===== config.mk =====
export PLATFORM = sky130hd
export DESIGN_NAME = spdif_rx_status_flags
export DESIGN_NICKNAME = d
export VERILOG_FILES = /design/src/spdif_status_pkg.sv /design/src/spdif_pin_sync.sv /design/src/spdif_rx_status_flags.sv
export VERILOG_INCLUDE_DIRS = /design/src
export SDC_FILE = /design/constraint.sdc
export NUM_CORES = 1
export LEC_CHECK = 0
export ABC_AREA = 1
export BUFFER_PORTS_ARGS = -buffer_cell sky130_fd_sc_hd__buf_2
export CORE_MARGIN = 3
export CORE_UTILIZATION = 38
export CTS_CLUSTER_SIZE = 16
export DETAILED_ROUTE_END_ITERATION = 8
export PLACE_DENSITY = 0.54
export SLEW_MARGIN = 20
export SYNTH_ARGS = -nofsm -noshare
export SYNTH_HDL_FRONTEND = slang
export SYNTH_HIERARCHICAL = 1
export SYNTH_SLANG_ARGS = --single-unit
export TNS_END_PERCENT = 5

===== constraint.sdc =====
create_clock -name i_core_clk -period 11.9 [get_ports i_core_clk]
set_input_delay 1.785 -clock i_core_clk [delete_from_list [all_inputs] [get_ports i_core_clk]]
set_output_delay 1.785 -clock i_core_clk [all_outputs]
set_load 0.02 [all_outputs]

===== src/spdif_status_defines.svh =====
/*
 * constants for the receiver status flag block: flag positions, rate codes,
 * block length, pin count and select width and the non-audio sync words.
 * assumes it is included by the package and the design modules by bare name.
 */
`ifndef SPDIF_STATUS_DEFINES_SVH
`define SPDIF_STATUS_DEFINES_SVH

`define FRAMES_PER_BLOCK 8'd192
`define FRAME_LAST       8'd191
`define CS_BIT_AUDIO_N   1
`define CS_BIT_COPYRIGHT_FREE     2
`define CS_BIT_PREEMPH   3
`define CS_BITS          32
`define CS_IDX_W         5
`define RATE_INVALID     2'h0
`define RATE_96K         2'h1
`define RATE_48K         2'h2
`define RATE_32K         2'h3
`define SYNC_PA          16'hF872
`define SYNC_PB          16'h4E1F
`define NUM_PINS         4
`define SEL_W            4
`define STAT_LOCK_LOST   6
`define STAT_RATE_LO     4
`define STAT_PREEMPH     3
`define STAT_CPY         2
`define STAT_PCM_N       1
`define STAT_AUDIO_N     0

`endif


===== src/spdif_status_pkg.sv =====
/*
 * types for the receiver status flag block.
 * assumes spdif_status_defines.svh is on the include path.
 */
`include "spdif_status_defines.svh"

package spdif_status_pkg;

	// one received sub-frame as presented by the decoder
	typedef struct packed {
		logic        valid;     // validity bit
		logic        user;      // user bit
		logic        chan;      // channel status bit
		logic        parity;    // parity bit
		logic        is_a;      // sub-frame A (or block start B)
		logic        blk_start; // preamble marks frame 0
		logic [15:0] word;      // upper audio bits
	} subframe_t;

	// the collected status flags
	typedef struct packed {
		logic       lock_lost;
		logic       validity_fail;
		logic       link_error;
		logic       non_pcm;
		logic       compressed;
		logic       copyright_free;
		logic       preemphasis_marked;
		logic [1:0] recovered_rate;
		logic       status_block_updated;
	} flags_t;

	// selectable sources for a status output pin
	typedef enum logic [3:0] {
		SEL_LOCK_LOST, SEL_INT_N, SEL_VALID, SEL_USER, SEL_CHAN, SEL_PARITY,
		SEL_PHASE, SEL_BLOCK, SEL_UPDATED, SEL_ZERO, SEL_NOT_AUDIO, SEL_COPYRIGHT,
		SEL_PREEMPH, SEL_VALID_FAIL, SEL_LINK_ERR, SEL_LOW
	} pin_sel_t;

endpackage


===== src/spdif_pin_sync.sv =====
/*
 * two flip-flop synchroniser with edge detection on the synchronised level.
 * assumes the input is asynchronous to i_core_clk.
 */
`timescale 1ns/1ps

module spdif_pin_sync (
	input  wire logic i_core_clk, // core clock
	input  wire logic i_reset,    // async reset, active high
	input  wire logic i_async,    // raw input
	output logic      o_level,    // synchronised level
	output logic      o_rise      // one-cycle pulse on rising edge
);

	logic meta_q; // first stage, read only by the second
	logic sync_q; // second stage
	logic prev_q; // last synchronised value

	// two stages then an edge detector on the second
	always_ff @(posedge i_core_clk or posedge i_reset) begin
		if (i_reset) begin
			meta_q <= 1'b0;
			sync_q <= 1'b0;
			prev_q <= 1'b0;
		end else begin
			meta_q <= i_async;
			sync_q <= meta_q;
			prev_q <= sync_q;
		end
	end

	assign o_level = sync_q;
	assign o_rise  = sync_q & ~prev_q;

endmodule // spdif_pin_sync


===== src/spdif_rx_status_flags.sv =====
/*
 * receiver status flags: samples the decoder's sub-frame strobe on the
 * recovered link clock, derives lock, error, channel status, rate, phase,
 * block and update flags, raises an active-low interrupt and routes the
 * flags to selectable output pins and mode pins.
 * assumes decoder outputs are stable around the recovered clock rising edge
 * that closes a sub-frame, and a status read is a one-cycle core pulse.
 */
`timescale 1ns/1ps
`include "spdif_status_defines.svh"

module spdif_rx_status_flags
	import spdif_status_pkg::*;
(
	input  wire logic                    i_core_clk,       // core clock 250 MHz
	input  wire logic                    i_reset,          // async reset, active high
	input  wire logic                    i_link_clk,       // recovered link clock
	input  wire logic                    i_subframe_end,   // level: sub-frame done
	input  wire subframe_t               i_subframe,       // fields of that sub-frame
	input  wire logic                    i_pll_locked,     // clock recovery locked
	input  wire logic                    i_signal_present, // stream present
	input  wire logic                    i_biphase_err,    // coding error seen
	input  wire logic                    i_preamble_miss,  // preamble missing
	input  wire logic [1:0]              i_rate_detect,    // measured rate code
	input  wire logic                    i_dac_zero_detect, // zero detect from DACs
	input  wire logic                    i_hw_mode,        // hardware control mode
	input  wire logic                    i_status_read,    // status read pulse
	input  wire pin_sel_t [`NUM_PINS-1:0] i_pin_sel,       // per-pin source select
	output flags_t                       o_flags,          // status register view
	output logic [6:0]                   o_status_reg,     // packed status register
	output logic [`NUM_PINS-1:0]         o_status_out_pins, // selectable pins
	output logic                         o_control_mode_pin, // lock lost in hw mode
	output logic                         o_serial_out_pin, // not-audio in hw mode
	output logic                         o_mute_pin,       // zero detect
	output logic                         o_int_n           // interrupt, active low
);

	// synchronised level inputs
	logic lclk_rise; // one-cycle pulse on a link clock rising edge
	logic end_lvl, lock_lvl, pres_lvl, bph_lvl, pre_lvl, zero_lvl, hw_lvl;
	logic [1:0] rate_meta_q, rate_q;

	spdif_pin_sync u_lclk (
		.i_core_clk (i_core_clk),
		.i_reset    (i_reset),
		.i_async    (i_link_clk),
		.o_level    (),
		.o_rise     (lclk_rise)
	);

	// plain two-stage synchronisers for level inputs
	logic [6:0] lvl_meta_q, lvl_q;
	always_ff @(posedge i_core_clk or posedge i_reset) begin
		if (i_reset) begin
			lvl_meta_q  <= 7'h00;
			lvl_q       <= 7'h00;
			rate_meta_q <= 2'h0;
			rate_q      <= 2'h0;
		end else begin
			lvl_meta_q  <= {i_subframe_end, i_pll_locked, i_signal_present,
			                i_biphase_err, i_preamble_miss, i_dac_zero_detect, i_hw_mode};
			lvl_q       <= lvl_meta_q;
			rate_meta_q <= i_rate_detect;
			rate_q      <= rate_meta_q;
		end
	end
	assign {end_lvl, lock_lvl, pres_lvl, bph_lvl, pre_lvl, zero_lvl, hw_lvl} = lvl_q;

	// sub-frame fields are caught at the link edge when the strobe is seen
	logic      sf_take;
	subframe_t sf_q;      // stable copy for the whole sub-frame
	assign sf_take = lclk_rise & end_lvl;

	// per-sub-frame capture, updates only at a boundary
	always_ff @(posedge i_core_clk or posedge i_reset) begin
		if (i_reset) begin
			sf_q <= '0;
		end else if (sf_take) begin
			sf_q <= i_subframe;
		end
	end

	// even parity over the captured bits is checked by the caller supplying word
	function automatic logic parity_bad(input subframe_t s);
		parity_bad = ^{s.word, s.valid, s.user, s.chan, s.parity};
	endfunction

	// frame counter and channel status collection from sub-frame A
	logic [7:0]            frame_q;
	logic [`CS_BITS-1:0]   cs_shift_q, cs_block_q;
	logic                  block_q;      // high through frame 0
	logic                  updated_q;    // block channel status changed
	logic                  seq_err_q;    // two A or two B in a row
	logic                  par_err_q;    // parity failed on the last sub-frame
	logic                  last_a_q;

	// frame count, block marker and sequence
	always_ff @(posedge i_core_clk or posedge i_reset) begin
		if (i_reset) begin
			frame_q   <= 8'h00;
			block_q   <= 1'b0;
			last_a_q  <= 1'b0;
			seq_err_q <= 1'b0;
			par_err_q <= 1'b0;
		end else if (sf_take) begin
			last_a_q  <= i_subframe.is_a;
			seq_err_q <= (i_subframe.is_a == last_a_q);
			par_err_q <= parity_bad(i_subframe);
			if (i_subframe.is_a) begin
				if (i_subframe.blk_start) begin
					frame_q <= 8'h00;
					block_q <= 1'b1;
				end else begin
					frame_q <= (frame_q == `FRAME_LAST) ? 8'h00 : frame_q + 8'h01;
					block_q <= 1'b0;
				end
			end
		end
	end

	// channel status shift and per-block comparison
	always_ff @(posedge i_core_clk or posedge i_reset) begin
		if (i_reset) begin
			cs_shift_q <= '0;
			cs_block_q <= '0;
			updated_q  <= 1'b0;
		end else if (sf_take && i_subframe.is_a) begin
			if (i_subframe.blk_start) begin
				updated_q  <= (cs_shift_q != cs_block_q);
				cs_block_q <= cs_shift_q;
				cs_shift_q <= {{(`CS_BITS-1){1'b0}}, i_subframe.chan};
			end else begin
				if (frame_q < 8'(`CS_BITS - 1))
					cs_shift_q[frame_q[`CS_IDX_W-1:0] + 5'h01] <= i_subframe.chan;
				updated_q <= 1'b0;
			end
		end
	end

	// sync code detection over consecutive sub-frame words
	logic [15:0] prev_word_q;
	logic        compressed_q;
	always_ff @(posedge i_core_clk or posedge i_reset) begin
		if (i_reset) begin
			prev_word_q  <= 16'h0000;
			compressed_q <= 1'b0;
		end else if (sf_take) begin
			prev_word_q <= i_subframe.word;
			if (prev_word_q == `SYNC_PA && i_subframe.word == `SYNC_PB)
				compressed_q <= 1'b1;
			else if (i_subframe.blk_start && !i_subframe.chan)
				compressed_q <= 1'b0; // cleared when a block starts with channel status bit 0 low
		end
	end

	// flag set, updated every core cycle
	flags_t flags_d, flags_q;
	always_comb begin
		flags_d = flags_q;
		flags_d.lock_lost = ~(lock_lvl & pres_lvl);
		flags_d.recovered_rate = flags_d.lock_lost ? `RATE_INVALID : rate_q;
		// faults of the last sub-frame stand until the next one is taken
		flags_d.link_error = bph_lvl | pre_lvl | seq_err_q | par_err_q;
		if (sf_take) begin
			flags_d.validity_fail = i_subframe.valid;
		end
		flags_d.non_pcm            = cs_block_q[`CS_BIT_AUDIO_N];
		flags_d.copyright_free     = cs_block_q[`CS_BIT_COPYRIGHT_FREE];
		flags_d.preemphasis_marked = cs_block_q[`CS_BIT_PREEMPH];
		flags_d.compressed         = compressed_q;
		flags_d.status_block_updated = updated_q;
	end

	always_ff @(posedge i_core_clk or posedge i_reset) begin
		if (i_reset)
			flags_q <= '0;
		else
			flags_q <= flags_d;
	end

	// interrupt events: rising edges and any-change flags
	logic pend_q;
	logic ev;
	always_comb begin
		ev = (flags_d.validity_fail & ~flags_q.validity_fail)
		   | (flags_d.link_error & ~flags_q.link_error)
		   | (flags_d.status_block_updated & ~flags_q.status_block_updated)
		   | (flags_d.lock_lost != flags_q.lock_lost)
		   | ((flags_d.compressed | flags_d.non_pcm) != (flags_q.compressed | flags_q.non_pcm))
		   | (flags_d.copyright_free != flags_q.copyright_free)
		   | (flags_d.preemphasis_marked != flags_q.preemphasis_marked)
		   | (flags_d.recovered_rate != flags_q.recovered_rate);
	end

	// set wins over read; sticky sources keep it held
	always_ff @(posedge i_core_clk or posedge i_reset) begin
		if (i_reset)
			pend_q <= 1'b0;
		else if (ev)
			pend_q <= 1'b1;
		else if (i_status_read)
			pend_q <= flags_q.validity_fail | flags_q.link_error
			        | flags_q.status_block_updated;
	end

	// pin source selection
	function automatic logic pick(input pin_sel_t s, input flags_t f, input subframe_t sf,
	                              input logic blk, input logic zero, input logic intn);
		unique case (s)
			SEL_LOCK_LOST:  pick = f.lock_lost;
			SEL_INT_N:      pick = intn;
			SEL_VALID:      pick = sf.valid;
			SEL_USER:       pick = sf.user;
			SEL_CHAN:       pick = sf.chan;
			SEL_PARITY:     pick = sf.parity;
			SEL_PHASE:      pick = sf.is_a;
			SEL_BLOCK:      pick = blk;
			SEL_UPDATED:    pick = f.status_block_updated;
			SEL_ZERO:       pick = zero;
			SEL_NOT_AUDIO:  pick = f.compressed | f.non_pcm;
			SEL_COPYRIGHT:  pick = f.copyright_free;
			SEL_PREEMPH:    pick = f.preemphasis_marked;
			SEL_VALID_FAIL: pick = f.validity_fail;
			SEL_LINK_ERR:   pick = f.link_error;
			SEL_LOW:        pick = 1'b0;
		endcase
	endfunction

	// registered outputs
	always_ff @(posedge i_core_clk or posedge i_reset) begin
		if (i_reset) begin
			o_flags            <= '0;
			o_status_reg       <= 7'h40;
			o_status_out_pins  <= '0;
			o_control_mode_pin <= 1'b0;
			o_serial_out_pin   <= 1'b0;
			o_mute_pin         <= 1'b0;
			o_int_n            <= 1'b1;
		end else begin
			o_flags      <= flags_q;
			o_status_reg <= {flags_q.lock_lost, flags_q.recovered_rate,
			                 flags_q.preemphasis_marked, flags_q.copyright_free,
			                 flags_q.compressed, flags_q.non_pcm};
			for (int i = 0; i < `NUM_PINS; i++)
				o_status_out_pins[i] <= pick(i_pin_sel[i], flags_q, sf_q, block_q,
				                             zero_lvl, ~pend_q);
			o_control_mode_pin <= hw_lvl & flags_q.lock_lost;
			o_serial_out_pin   <= hw_lvl & (flags_q.compressed | flags_q.non_pcm);
			o_mute_pin         <= zero_lvl;
			o_int_n            <= ~pend_q;
		end
	end

endmodule // spdif_rx_status_flags


Yosys cells after proc, flatten, opt, wreduce, memory -nomap -nowiden --
Cells that the tools add are included.
Storage, ports and cells: input bits 51, register bits 155, output and inout port bits 25, word-level logic and storage cells 185
Operators by class: reduce and logical (&&, ||, !) cells 17, $lt $le $gt $ge 3, equal/unequal tests 70, mux-type cells 19, bitwise gates (word level) 28, add/sub/neg operators 2
Operators with widths (count):
- equality test 4 bit (second input constant) | 32
- equality test 4 x 3 -> 1 bit (second input constant) | 16
- two-way mux 32 bit | 2
- case mux 1 bit (16 select lines) | 4
- bitwise mux 32 bit | 1
- equality test 4 x 2 -> 1 bit (second input constant) | 8
- != test 32 bit | 1
- parity 20 bit | 1
- equality test 16 x 15 -> 1 bit (second input constant) | 1
- equality test 16 bit (second input constant) | 1
- equality test 4 x 1 -> 1 bit (second input constant) | 4
- logical NOT 4 bit | 4
- two-way mux 8 bit | 2
- OR 1 bit | 14
- adder 8 x 1 -> 8 bit (second input constant) | 1
- bitwise AND 1 bit | 8
- equality test 8 bit (second input constant) | 1
- less-than comparator 8 x 5 -> 1 bit (second input constant) | 1
- two-way mux 1 bit | 8
- AND reduction 2 bit | 4
- less-than comparator 5 x 6 -> 1 bit (second input constant) | 1
- inverter 1 bit | 6
- nonzero test 2 bit | 3
- adder 5 x 1 -> 5 bit (second input constant) | 1
- other kinds (8) | 14

Longest topological paths before layout --
depth after elaboration 13, gate-level depth with buffers 13, gate-level depth less buffers 13

Modules after synthesis --
Netlist, hierarchy kept.
By module, submodules not included:
- spdif_rx_status_flags | area each 7333.3 um2, instances 1, cells an instance 937, seq. area each 3656.0 um2
- spdif_pin_sync | area each 88.8 um2, instances 1, cells an instance 6, seq. area each 75.1 um2

Least setup slack after synthesis --
No wires, ideal clock.
kind input to register, from input i_subframe[8] (netlist name), to register par_err_q, data required time 11782 ps, setup slack 9125 ps, setup time 118 ps, path buffers 0, stages on the path 12, arrival time 2658 ps, cell sequence inv_1 > ha_1 > inv_1 > nand2_1 > nand2_1 > nand2_1 > nand2_1 > nand2_1 > nand2_1 > nand2_1 > nand3_1 > nand2_1
On the way: word-level cells in the longest chain between the ends 1
Ends and longest elaborated chain:
- from (decl) | line spdif_rx_status_flags.sv:19 | input wire subframe_t i_subframe,
- parity 20 bit | line spdif_rx_status_flags.sv:85 | parity_bad = ^{s.word, s.valid, s.user, s.chan, s.parity};
- to (signal assigned) | line spdif_rx_status_flags.sv:108 | par_err_q <= parity_bad(i_subframe);
- to (decl) | line spdif_rx_status_flags.sv:94 | logic par_err_q;
No other way between the ends. A chain may end at the register's enable or synchronous reset.

Worst setup path after layout --
from input i_subframe[16] (netlist name), to register cs_shift_q[0]
On the way: word-level cells in the longest chain between the ends 2, elaborated cells between the ends (all ways) 3, classes of those cells mux (1); reduce/logical (2)
Ends and longest elaborated chain:
- nonzero test 2 bit (no source line)
- AND reduction 2 bit (no source line)
- to (signal assigned) | line spdif_rx_status_flags.sv:131 | cs_shift_q <= {{(`CS_BITS-1){1'b0}}, i_subframe.chan};
- to (signal, indexed assignment) | line spdif_rx_status_flags.sv:134 | cs_shift_q[frame_q[`CS_IDX_W-1:0] + 5'h01] <= i_subframe.chan;
- to (decl) | line spdif_rx_status_flags.sv:90 | logic [`CS_BITS-1:0] cs_shift_q, cs_block_q;
Parallel ways exist; a longest one is shown, timed or not.

==> impl_metrics.toml <==
[outcome]
status = "completed"

[worst_hold_path]
hold-path-endpoint = "u_lclk/o_level"
hold_path.class = "reg2reg"
worstHoldStart = "u_lclk/meta_q"
hold_path_depth = 0

[sta]
worst_pin_slew_ns = 1.041
clock.fmax_mhz = 298.7
setup-tns-final_ns = 0
maxSlewHeadroom = 0.3054
fin_skew_ns = 0.009223
setup_viol = 0
slew_violations = 0
hold_violations = 0
fin_hold_ws_ns = 0.3423
fin_crit_ns = 3.348
fin_crit_sh = 0.2814
rsz0062_at_grt = "no"
finalWorstSetupSlack_ns = 8.552

[synth]
ys_seq_elements = 149
ys_seq_area_frac = 0.5027
synth_fp_nets = 1007
ys.warnings.count = 6
synth_top_flop_cell = "dfrtp_1"
synth_area_um2 = 7422
synthArstFlopShare = 1.000
syn_area_per_cell_um2 = 7.871
yosys-top-cells-area = "dfrtp_1 50%, nand2_1 20%, inv_1 5.2%, nand4_1 3.2%, xnor2_1 3.2%"
synthCells = 943
netlist.area_leader.share = 0.4956
synth_edf_count = 0
synth_cell_types = 42
yosys.area.top_type = "dfrtp_1"

[setup_path]
r2r_start = "u_lclk/prev_q"
r2r-end = "cs_shift_q[0]"
crit_path_end_kind = "register"
critical_path.max_stage_delay_ns = 0.76
r2r.worst_path.cells = 10
crit_required_ns = 12.22
crit_type = "in2reg"
rrSetupSlack_ns = 8.92
cp_slowest_cell = "inv_1"
cp_cell_sequence = "buf_2, inv_1, nor2_2, inv_1, nand2_2, a21boi_1, nand2_1, nand2_1"
critPathBufInv = 3
crit_path_start_kind = "primary input"
cp_top_family = "buffers and inverters"
cp.arrival_ns = 3.67
worstPathMaxFanout = 35

[routing]
dr_total_vias = 5978
ant_nets = 0
drt_iter0_markers = 412
firstDrtPassIters = 5
drc = 0
avgRoutedWirePerCell_um = 13.21
drt-vias-per-instance = 4.674
routed_wl_um = 16900

[power_and_ir_drop]
power.density_nw_per_um2 = 158.4
peakVddDrop_mv = 0.1049
leakage_nw = 4.630

[grt]
grt_util_all_layers = 0.1646
grt_pass1_vias = 5569
antenna_found_initial = 0
grt_pass1_wl_um = 28650
grt_start_max_net_pins = 83
overflow = 0

[clocking]
cts_tree = "yes"
clk_path_buf_depth = 2
cts-hold-fix-buffers = 0
clk_pin_slew_ns = 0.07
cts_made_buffers = 17
clockRootBuffer = "clkbuf_16"
postCtsSetupRepairBufs = 0
htreeDepth = 4
cts_resized = 0
worstSkewPairLatency_ns = 0.43
clock_sinks = 149

[finish]
final_common_cell = "nand2_1"
layout.cells.non_filler = 1279
final_cell_mix = "390 x nand2_1, 147 x dfrtp_1, 101 x inv_1, 75 x buf_2"
insertedDiodeCount = 0
syn2layout_area_growth_pct = 15.36
reg.largest.list = "cs_block_q: 32 flops, cs_shift_q: 32 flops, prev_word_q: 16 flops"
layout-drive-gt1-share = 0.1276
utilization = 0.4517
nets = 1070

[floorplan]
die_x_um = 145.8
io_pins = 76
start_util = 0.3916
core_area_um2 = 18960
row_count = 50
die_area_um2 = 21240
die_h_um = 145.8

[job]
drv_cap = 0

[placed_design]
placed_cells = 1247
place.gp.congestion = 0.8308
port_buffers = 75
pre_cts_slack_ns = 7.705
dpl.hpwl_um = 11340
==> through the flow <==
stage / total power [mW] / instance area, um^2
after floorplan: 0.7554 / 7422
after global placement: 0.8198 / 7965
after detailed placement: 0.8220 / 7965
after CTS: 1.375 / 8559
after global routing: 1.435 / 8562
final: 1.356 / 8562
==> layer usage <==
layer  track usage  vias to the layer above  routed length, um
met4       0.05556                        0                229
met3       0.03675                       18                854
met5             0                        -                  0
li1              -                     3091                  -
met1        0.2404                     2725               8386
met2        0.2424                      144               7425
==> area by class of cell <==
type | count | area (um^2)
clock buffers | 17 | 425.4
clock inverters | 15 | 168.9
fillers | 1869 | 10390
inverters | 105 | 401.6
multi-input cells | 654 | 3104
flip-flops and latches | 149 | 3731
well taps | 260 | 325.3
repair buffers | 79 | 405.4
==> synth_stat cells (all sizes together) (3+ instances only) <==
| cell type | n |
|---|---|
| nand4 | 39 |
| o211ai | 4 |
| xnor2 | 28 |
| nand3b | 3 |
| nand3 | 45 |
| dfrtp | 147 |
| buf | 23 |
| xor2 | 3 |
| nor3 | 8 |
| clkbuf | 12 |
| a21oi | 14 |
| nand2 | 394 |
| ha | 13 |
| o21ai | 33 |
| inv | 105 |
| nor2 | 48 |
| o22ai | 8 |
==> worst max path at each step <==
stage                         from             to  slack (ns)  cells past startpoint
CTS                 i_subframe[16]  cs_shift_q[0]        8.17                      8
floorplan                  i_reset        block_q        6.20                      1
detailed placement  i_subframe[16]  cs_shift_q[0]        7.71                      8
finish              i_subframe[16]  cs_shift_q[0]        8.55                      8
global route        i_subframe[16]  cs_shift_q[0]        8.36                      8
global placement    i_subframe[16]  cs_shift_q[0]        7.68                      8
==> logic make-up (layout without fill, tap and decap cells) <==
kind of cell / Yosys count / count (layout) / share of synthesized area
adder cells (fa/ha/maj): 13 / 13 / 0.02192
XOR/XNOR: 31 / 31 / 0.03759
flip-flops: 149 / 149 / 0.5027
AO/OA/AOI/OAI: 68 / 68 / 0.05226
buffers and inverters: 140 / 216 / 0.07974
AND/OR/NAND/NOR: 542 / 542 / 0.3058
==> power by group <==
group / total, mW / switching [mW] / internal [mW]
combinational: 0.230 / 0.160 / 0.0706
clock: 0.544 / 0.230 / 0.314
sequential: 0.582 / 0.0346 / 0.547
No activity file was read; power rests on OpenSTA's default activity.
